--- src/hdl/unused_placeholder_none.sv ---
`timescale 1ns/1ps
`default_nettype none
`default_nettype wire

--- src/hdl/rcp_pkg.sv ---
// shared widths, reset values, counts and states of the command register
package rcp_pkg;
    // widths of the command/address bus on both sides, and the number of output clock pairs
    localparam int ADDR_W = 16;
    localparam int BANK_W = 3;
    localparam int CKE_W = 2;
    localparam int ODT_W = 2;
    localparam int RANK_W = 4;
    localparam int DUAL_RANK_W = 2;
    localparam int CLK_PAIRS = 4;

    // clock period, kept for derived counts
    localparam int CLK_PERIOD_NS = 20;

    // cycles the strap synchroniser needs before the strap is trusted
    localparam logic [1:0] SETTLE_CYCLES = 2'h2;
    // cycles the fault output stays low after one mismatch
    localparam logic [1:0] FAULT_HOLD_CYCLES = 2'h2;

    // values after reset
    localparam logic [ADDR_W-1:0] ADDR_RST = 16'h0000;
    localparam logic [BANK_W-1:0] BANK_RST = 3'h0;
    localparam logic STROBE_N_RST = 1'h1;
    localparam logic [CKE_W-1:0] CKE_RST = 2'h0;
    localparam logic [ODT_W-1:0] ODT_RST = 2'h0;
    localparam logic [DUAL_RANK_W-1:0] DUAL_RANK_N_RST = 2'h3;
    localparam logic [RANK_W-1:0] QUAD_RANK_N_RST = 4'hF;
    localparam logic [1:0] HOLD_RST = 2'h0;

    // bring-up sequence, gray coded along settle -> run
    typedef enum logic [1:0] {
        RCP_ST_IDLE = 2'b00,
        RCP_ST_SETTLE = 2'b01,
        RCP_ST_RUN = 2'b11
    } rcp_state_e;
endpackage

--- src/hdl/rcp_cmd_register.sv ---
`timescale 1ns/1ps
`default_nettype none

module rcp_cmd_register (
    input wire logic clk_in,
    input wire logic rst_in,
    input wire logic quad_select_strap_n,
    input wire logic [rcp_pkg::ADDR_W-1:0] addr_in,
    input wire logic [rcp_pkg::BANK_W-1:0] bank_addr_in,
    input wire logic row_strobe_in_n,
    input wire logic col_strobe_in_n,
    input wire logic write_en_in_n,
    input wire logic [rcp_pkg::CKE_W-1:0] clk_en_in,
    input wire logic [rcp_pkg::ODT_W-1:0] term_ctrl_in,
    input wire logic [rcp_pkg::RANK_W-1:0] rank_select_in_n,
    input wire logic parity_bit_in,
    output logic [rcp_pkg::ADDR_W-1:0] addr_a_out,
    output logic [rcp_pkg::ADDR_W-1:0] addr_b_out,
    output logic [rcp_pkg::BANK_W-1:0] bank_addr_a_out,
    output logic [rcp_pkg::BANK_W-1:0] bank_addr_b_out,
    output logic row_strobe_a_n_out,
    output logic row_strobe_b_n_out,
    output logic col_strobe_a_n_out,
    output logic col_strobe_b_n_out,
    output logic write_en_a_n_out,
    output logic write_en_b_n_out,
    output logic [rcp_pkg::CKE_W-1:0] clk_en_out_a,
    output logic [rcp_pkg::CKE_W-1:0] clk_en_out_b,
    output logic [rcp_pkg::ODT_W-1:0] term_ctrl_out_a,
    output logic [rcp_pkg::ODT_W-1:0] term_ctrl_out_b,
    output logic [rcp_pkg::DUAL_RANK_W-1:0] rank_select_out_side_a_n,
    output logic [rcp_pkg::DUAL_RANK_W-1:0] rank_select_out_side_b_n,
    output logic [rcp_pkg::RANK_W-1:0] rank_select_out_quad_n,
    output logic four_rank_select_mode_out,
    output logic cmd_drive_en_out,
    output logic parity_fault_out_n,
    output logic parity_fault_oe_n_out,
    output logic [rcp_pkg::CLK_PAIRS-1:0] dram_clk_out,
    output logic [rcp_pkg::CLK_PAIRS-1:0] dram_clk_out_n,
    output logic feedback_clk_out,
    output logic feedback_clk_out_n
);
    import rcp_pkg::*;

    // true when exactly one active-low select is asserted
    function automatic logic one_select_low(input logic [RANK_W-1:0] sel_n, input logic quad);
        logic [2:0] cnt;
        cnt = 3'h0;
        for (int i = 0; i < RANK_W; i++) begin
            if ((quad || i < DUAL_RANK_W) && !sel_n[i]) begin
                cnt = cnt + 3'h1;
            end
        end
        return (cnt == 3'h1);
    endfunction

    // xor of all checked bits and the parity bit; one means odd count
    function automatic logic odd_ones(
        input logic [ADDR_W-1:0] a,
        input logic [BANK_W-1:0] ba,
        input logic ras_n,
        input logic cas_n,
        input logic we_n,
        input logic par
    );
        return ^{a, ba, ras_n, cas_n, we_n, par};
    endfunction

    logic strap_meta;
    logic strap_sync;
    rcp_state_e state;
    rcp_state_e next_state;
    logic [1:0] settle_cnt;
    logic four_rank_select_mode;
    logic running;
    logic sel_ok;
    logic parity_bad;
    logic [1:0] fault_hold;
    logic [RANK_W-1:0] live_sel_n;

    // strap comes from a board pin: two flops before anyone looks at it
    always_ff @(posedge clk_in or posedge rst_in) begin
        if (rst_in) begin
            strap_meta <= 1'b1;
            strap_sync <= 1'b1;
        end else begin
            strap_meta <= quad_select_strap_n;
            strap_sync <= strap_meta;
        end
    end

    // bring-up sequencing after reset release
    always_comb begin
        next_state = state;
        case (state)
            RCP_ST_IDLE: begin
                next_state = RCP_ST_SETTLE;
            end
            RCP_ST_SETTLE: begin
                if (settle_cnt == SETTLE_CYCLES) begin
                    next_state = RCP_ST_RUN;
                end
            end
            RCP_ST_RUN: begin
                next_state = RCP_ST_RUN;
            end
            default: begin
                next_state = RCP_ST_IDLE;
            end
        endcase
    end

    // state register
    always_ff @(posedge clk_in or posedge rst_in) begin
        if (rst_in) begin
            state <= RCP_ST_IDLE;
        end else begin
            state <= next_state;
        end
    end

    // waits out the synchroniser so a stale strap is never latched
    always_ff @(posedge clk_in or posedge rst_in) begin
        if (rst_in) begin
            settle_cnt <= 2'h0;
        end else if (state == RCP_ST_SETTLE && settle_cnt != SETTLE_CYCLES) begin
            settle_cnt <= settle_cnt + 2'h1;
        end
    end

    // strap latched once at the end of settle; later changes are ignored
    always_ff @(posedge clk_in or posedge rst_in) begin
        if (rst_in) begin
            four_rank_select_mode <= 1'b0;
        end else if (state == RCP_ST_SETTLE && next_state == RCP_ST_RUN) begin
            four_rank_select_mode <= ~strap_sync;
        end
    end

    assign running = (state == RCP_ST_RUN);
    assign four_rank_select_mode_out = four_rank_select_mode;

    // in two-select mode the upper select inputs are treated as idle
    assign live_sel_n = four_rank_select_mode ? rank_select_in_n
                                              : {2'h3, rank_select_in_n[DUAL_RANK_W-1:0]};
    assign sel_ok = running && one_select_low(rank_select_in_n, four_rank_select_mode);

    // command and address, duplicated to both sides in either mode
    always_ff @(posedge clk_in or posedge rst_in) begin
        if (rst_in) begin
            addr_a_out <= ADDR_RST;
            addr_b_out <= ADDR_RST;
            bank_addr_a_out <= BANK_RST;
            bank_addr_b_out <= BANK_RST;
            row_strobe_a_n_out <= STROBE_N_RST;
            row_strobe_b_n_out <= STROBE_N_RST;
            col_strobe_a_n_out <= STROBE_N_RST;
            col_strobe_b_n_out <= STROBE_N_RST;
            write_en_a_n_out <= STROBE_N_RST;
            write_en_b_n_out <= STROBE_N_RST;
        end else if (sel_ok) begin
            addr_a_out <= addr_in;
            addr_b_out <= addr_in;
            bank_addr_a_out <= bank_addr_in;
            bank_addr_b_out <= bank_addr_in;
            row_strobe_a_n_out <= row_strobe_in_n;
            row_strobe_b_n_out <= row_strobe_in_n;
            col_strobe_a_n_out <= col_strobe_in_n;
            col_strobe_b_n_out <= col_strobe_in_n;
            write_en_a_n_out <= write_en_in_n;
            write_en_b_n_out <= write_en_in_n;
        end
        // otherwise the last forwarded command stays put
    end

    // rank-dependent controls follow every cycle in run so power-down works idle
    always_ff @(posedge clk_in or posedge rst_in) begin
        if (rst_in) begin
            clk_en_out_a <= CKE_RST;
            clk_en_out_b <= CKE_RST;
            term_ctrl_out_a <= ODT_RST;
            term_ctrl_out_b <= ODT_RST;
        end else if (running) begin
            clk_en_out_a <= clk_en_in;
            clk_en_out_b <= clk_en_in;
            term_ctrl_out_a <= term_ctrl_in;
            term_ctrl_out_b <= term_ctrl_in;
        end
    end

    // selects: forwarded with a valid command, otherwise all deselected
    always_ff @(posedge clk_in or posedge rst_in) begin
        if (rst_in) begin
            rank_select_out_side_a_n <= DUAL_RANK_N_RST;
            rank_select_out_side_b_n <= DUAL_RANK_N_RST;
            rank_select_out_quad_n <= QUAD_RANK_N_RST;
        end else if (!sel_ok) begin
            rank_select_out_side_a_n <= DUAL_RANK_N_RST;
            rank_select_out_side_b_n <= DUAL_RANK_N_RST;
            rank_select_out_quad_n <= QUAD_RANK_N_RST;
        end else if (four_rank_select_mode) begin
            rank_select_out_side_a_n <= DUAL_RANK_N_RST;
            rank_select_out_side_b_n <= DUAL_RANK_N_RST;
            rank_select_out_quad_n <= live_sel_n;
        end else begin
            rank_select_out_side_a_n <= live_sel_n[DUAL_RANK_W-1:0];
            rank_select_out_side_b_n <= live_sel_n[DUAL_RANK_W-1:0];
            rank_select_out_quad_n <= QUAD_RANK_N_RST;
        end
    end

    // even parity: the selects, clock enables and termination stay out
    assign parity_bad = sel_ok && odd_ones(addr_in, bank_addr_in, row_strobe_in_n,
                                           col_strobe_in_n, write_en_in_n,
                                           parity_bit_in);

    // a fresh mismatch restarts the hold, so back-to-back errors merge
    always_ff @(posedge clk_in or posedge rst_in) begin
        if (rst_in) begin
            fault_hold <= HOLD_RST;
        end else if (parity_bad) begin
            fault_hold <= FAULT_HOLD_CYCLES;
        end else if (fault_hold != HOLD_RST) begin
            fault_hold <= fault_hold - 2'h1;
        end
    end

    // open drain: pull low while a fault is held, else release the pin
    always_ff @(posedge clk_in or posedge rst_in) begin
        if (rst_in) begin
            parity_fault_oe_n_out <= 1'b1;
        end else begin
            parity_fault_oe_n_out <= !(parity_bad || fault_hold > 2'h1);
        end
    end
    assign parity_fault_out_n = 1'b0; // level driven when enabled

    // command drivers stay off until the strap is latched, limits glitches
    always_ff @(posedge clk_in or posedge rst_in) begin
        if (rst_in) begin
            cmd_drive_en_out <= 1'b0;
        end else begin
            cmd_drive_en_out <= (next_state == RCP_ST_RUN);
        end
    end

    // clock fan-out; gated by cmd_drive_en_out here, the loop itself is analog
    assign dram_clk_out = {CLK_PAIRS{clk_in & cmd_drive_en_out}};
    assign dram_clk_out_n = {CLK_PAIRS{~clk_in & cmd_drive_en_out}};
    assign feedback_clk_out = clk_in & cmd_drive_en_out;
    assign feedback_clk_out_n = ~clk_in & cmd_drive_en_out;

endmodule

`default_nettype wire

--- config.mk ---
export PLATFORM = sky130hd
export DESIGN_NAME = rcp_cmd_register
export DESIGN_NICKNAME = d
export VERILOG_FILES = /design/src/hdl/unused_placeholder_none.sv /design/src/hdl/rcp_pkg.sv /design/src/hdl/rcp_cmd_register.sv
export SDC_FILE = /design/constraint.sdc
export NUM_CORES = 1
export LEC_CHECK = 0
export BUFFER_PORTS_ARGS = -buffer_cell sky130_fd_sc_hd__clkbuf_2
export CAP_MARGIN = 20
export CORE_ASPECT_RATIO = 0.9
export CORE_MARGIN = 4
export CORE_UTILIZATION = 35
export DETAILED_ROUTE_END_ITERATION = 10
export HOLD_SLACK_MARGIN = 0.03
export PLACE_DENSITY = 0.68
export SETUP_SLACK_MARGIN = 0.4
export SLEW_MARGIN = 20
export SYNTH_ARGS = -nofsm -noshare
export SYNTH_HDL_FRONTEND = slang
export SYNTH_SLANG_ARGS = --single-unit
--- constraint.sdc ---
create_clock -name clk_in -period 5.7 [get_ports clk_in]
set_clock_uncertainty 0.15 [all_clocks]
set_input_delay 0.57 -clock clk_in [delete_from_list [all_inputs] [get_ports clk_in]]
set_output_delay 0.57 -clock clk_in [all_outputs]
set_load 0.01 [all_outputs]
Word-level counts from Yosys, hierarchy flattened

Index checks and enable logic that the tools add are counted.

Register bits after elaboration: 43
Input port bits: 34
Output and inout bits: 74
Word-level logic and storage cells: 60

Add/subtract/negate cells: 5
Magnitude comparators: 1
Eq/ne operators: 6
Multiplexer cells: 13
Bitwise operators: 4
Reductions and logical operators: 14

Operators by type and width:

| cell                | count |
|---|---|
| $reduce_xor 23->1   | 1 |
| $mux 4              | 3 |
| $mux 2              | 5 |
| $add 3x1->3 const B | 3 |
| $mux 3              | 3 |
| $eq 2x2->1 const B  | 3 |
| $logic_and 1x1->1   | 6 |
| $pmux 2 s3          | 1 |
| $reduce_bool 2->1   | 2 |
| $eq 3x1->1 const B  | 1 |
| $logic_not 1->1     | 3 |
| $add 2x1->2 const B | 1 |
| $and 1x1->1         | 2 |
| $eq 2x1->1 const B  | 1 |
| $gt 2x1->1 const B  | 1 |
| $logic_not 2->1     | 1 |
| $ne 2x2->1 const B  | 1 |
| $not 1->1           | 2 |
| $sub 2x1->2 const B | 1 |
| $logic_or 1x1->1    | 1 |
| $mux 1              | 1 |

Longest topological paths before layout

Word-level depth: 12
Depth in mapped cells: 10
Depth with buffers taken out: 9

==> qor.csv <==
metric;value;unit
status;finished, final reports clean;
Final setup violation count;0;
number of synthesized flops with an enable pin;0;
crit-path leading delay family;buffers and inverters;
Worst Setup Slack, final;1.44;ns
layout cells sized above 1;61.1;%
Min-Delay Startpoint;quad_select_strap_n;
Synth Register Bits;43;
kind of critical path;clock port to output pin;
Slew Limit Fails;0;
Clock Latency Late Sink;0.39;ns
Primary FF master, synth;dfrtp_1;
CP Buf/Inv Count;3;
Crit. End Element;output pin;
Iter 0 DRT Violations;39;
commonest non-fill, non-tap cells in the layout;clkbuf_2, dfrtp_1, mux2_4;
Most Frequent Cell on Critical Path;clkbuf_8;
commonest non-fill, non-tap cell in the layout;clkbuf_2;
Routed Antenna Nets;0;
io pins;108;
DP Worst Slack;1.76;ns
finished layout cell area;2880;um2
synth warn;0;
initial antenna violation count;0;
nets;300;
crit start category;clock port;
post-CTS setup buffer count;0;
first-pass GRT wire length;6.76;mm
Detailed Route WL;4.36;mm
RSZ-0062 raised after global routing;false;
Multi-input gate area;928;um2
total power;0.00126;W
sequential element share of the synthesized area;46.0;%
Chip Height;86.1;um
Tot GR Track Use;11.1;%
Slowest cell on crit path;nor2b_1;
die width;94.8;um
ys async rst share;100;%
P&R area growth vs syn;21.3;%
number of antenna diodes;0;
DR pass1 iterations;2;
final number of hold-violating endpoints;0;
CP required;4.98;ns
core area;6590;um2
Critical R2R Launch;four_rank_select_mode_out;
vias in the first global route;1516;
TNS Setup;0;ns
register area;1090;um2
Starting Density;36.0;%
Vias per Instance;4.26;
Endpoint, Worst Hold;strap_meta;
FP Rows;28;
Syn Area/Cell;13.0;um2
Critical Path AT;3.54;ns
Hold Path Depth;1;
total grt overflow;0;
pwr/cell area;439;nW/um2
Max-slew headroom;40.4;%
Avg WL per Cell;12.4;um
max incr delay on CP;0.25;ns
mapped cell area;2370;um2
cells along the critical path;clkbuf_8, clkbuf_8, nor2b_1, clkbuf_2;
cell count after synthesis;183;
syn nets;223;
leakage power;1.43;nW
clock-pin slew on the worst setup and hold paths;0.08;ns
r2r worst-path depth;7;
final core utilization;43.7;%
Yosys cell types;33;
Max VDD drop;155;uV
Hold-fix buffers, CTS;0;
FILL cells;654;
Hold WC Path Type;input port to flip-flop;
# resized after CTS;0;
largest net degree at the start of global routing;44;
vias;1499;
placed cell areas;2690;um2
GPL Wtd Cong;0.826;
DIE AREA;8160;um2
max-cap violation count;0;
detailed placement HPWL;3.27;mm
Worst Path Max Fanout;5;
r2r setup slk;3.00;ns
DRC;0;
Slew @ Worst Pin;0.892;ns
CTS tree;yes;
R2R Path End;bank_addr_b_out[1];
Port Buffers;106;
## stage by stage
stage	std cells	hold slack, ns
final	352	0.0998
after global placement	339	0.196
after detailed placement	339	0.203
after floorplan	183	0.195
after CTS	352	0.0816
after global routing	352	0.0750
## cell type report
type	instances	share of cell area, %
well taps	90	3.91
repair buffers	96	16.7
clock buffers	21	6.31
inverters	6	0.783
flip-flops and latches	43	37.9
multi-input cells	94	32.3
clock inverters	2	2.09
## worst max-delay path by stage
stage	to	cells past startpoint	startpoint	slack, ns
3_5_place_dp	dram_clk_out_n[0]	2	clk_in	1.76
3_3_place_gp	dram_clk_out_n[0]	2	clk_in	1.76
5_1_grt	dram_clk_out_n[1]	4	clk_in	1.34
4_1_cts	dram_clk_out_n[1]	4	clk_in	1.41
2_1_floorplan	dram_clk_out_n[0]	2	clk_in	1.63
6_report	dram_clk_out_n[1]	4	clk_in	1.44
## synthesized netlist by cell type (2+ instances only)
library cell / n / area share [%]
nand3b_1: 3 / 0.95
buf_12: 2 / 1.7
nand3_1: 3 / 0.63
dfrtp_1: 31 / 33
ha_1: 6 / 3.2
mux2_4: 22 / 14
xnor2_1: 20 / 7.4
dfstp_2: 12 / 13
nand2_1: 6 / 0.95
mux2_2: 4 / 1.9
xor2_1: 4 / 1.5
o21a_1: 2 / 0.63
o21ai_0: 3 / 0.63
nand2b_1: 2 / 0.53
a21oi_1: 3 / 0.63
inv_1: 6 / 0.95
nor3_1: 2 / 0.42
buf_4: 37 / 12
## power breakdown
| group | switching, W | leakage [nW] | total, W | internal (W) |
|---|---|---|---|---|
| registers | 0.0000448 | 0.479 | 0.000419 | 0.000374 |
| logic | 0.000164 | 0.807 | 0.000356 | 0.000192 |
| clock network | 0.000198 | 0.141 | 0.000488 | 0.000289 |
## sequential cells by signal, summed over array words and instances, names as in the netlist
signal,cells
term_ctrl_out_b,2
clk_en_out_b,2
state,2
settle_cnt,2
row_strobe_b_n_out,1
fault_hold,2
parity_fault_oe_n_out,1
rank_select_out_quad_n,4
bank_addr_b_out,3
rank_select_out_side_b_n,2
four_rank_select_mode_out,1
write_en_b_n_out,1
strap_sync,1
cmd_drive_en_out,1
col_strobe_b_n_out,1
strap_meta,1
addr_b_out,16
## kinds of logic (layout without fill, tap and decap cells)
group           count (synthesis)  in the layout  synth area share, %
compound gates                 11             11                 3.48
other cells                     1              1                0.158
simple gates                   24             24                 6.28
xor+xnor                       25             25                 9.82
mux                            27             27                 16.3
buf+inv                        46            125                 14.8
flops                          43             43                 46.0
fa+ha+maj                       6              6                 3.17
## metal layers
layer,up-vias,global-route usage (%),part of all wire [%]
li1,721,-,-
met1,698,13.0,43
met2,69,16.1,46
met3,11,4.39,8.8
met4,0,8.26,2.4
met5,-,0,0
## worst reg2reg max path, delay by kind of cell (launching register included)
kind | cells | cell delay, ns
fa+ha+maj | 1 | 0.26
mux | 1 | 0.37
compound gates | 2 | 0.74
simple gates | 3 | 0.54
flops | 1 | 0.53
(Power assumes the default switching activity.)
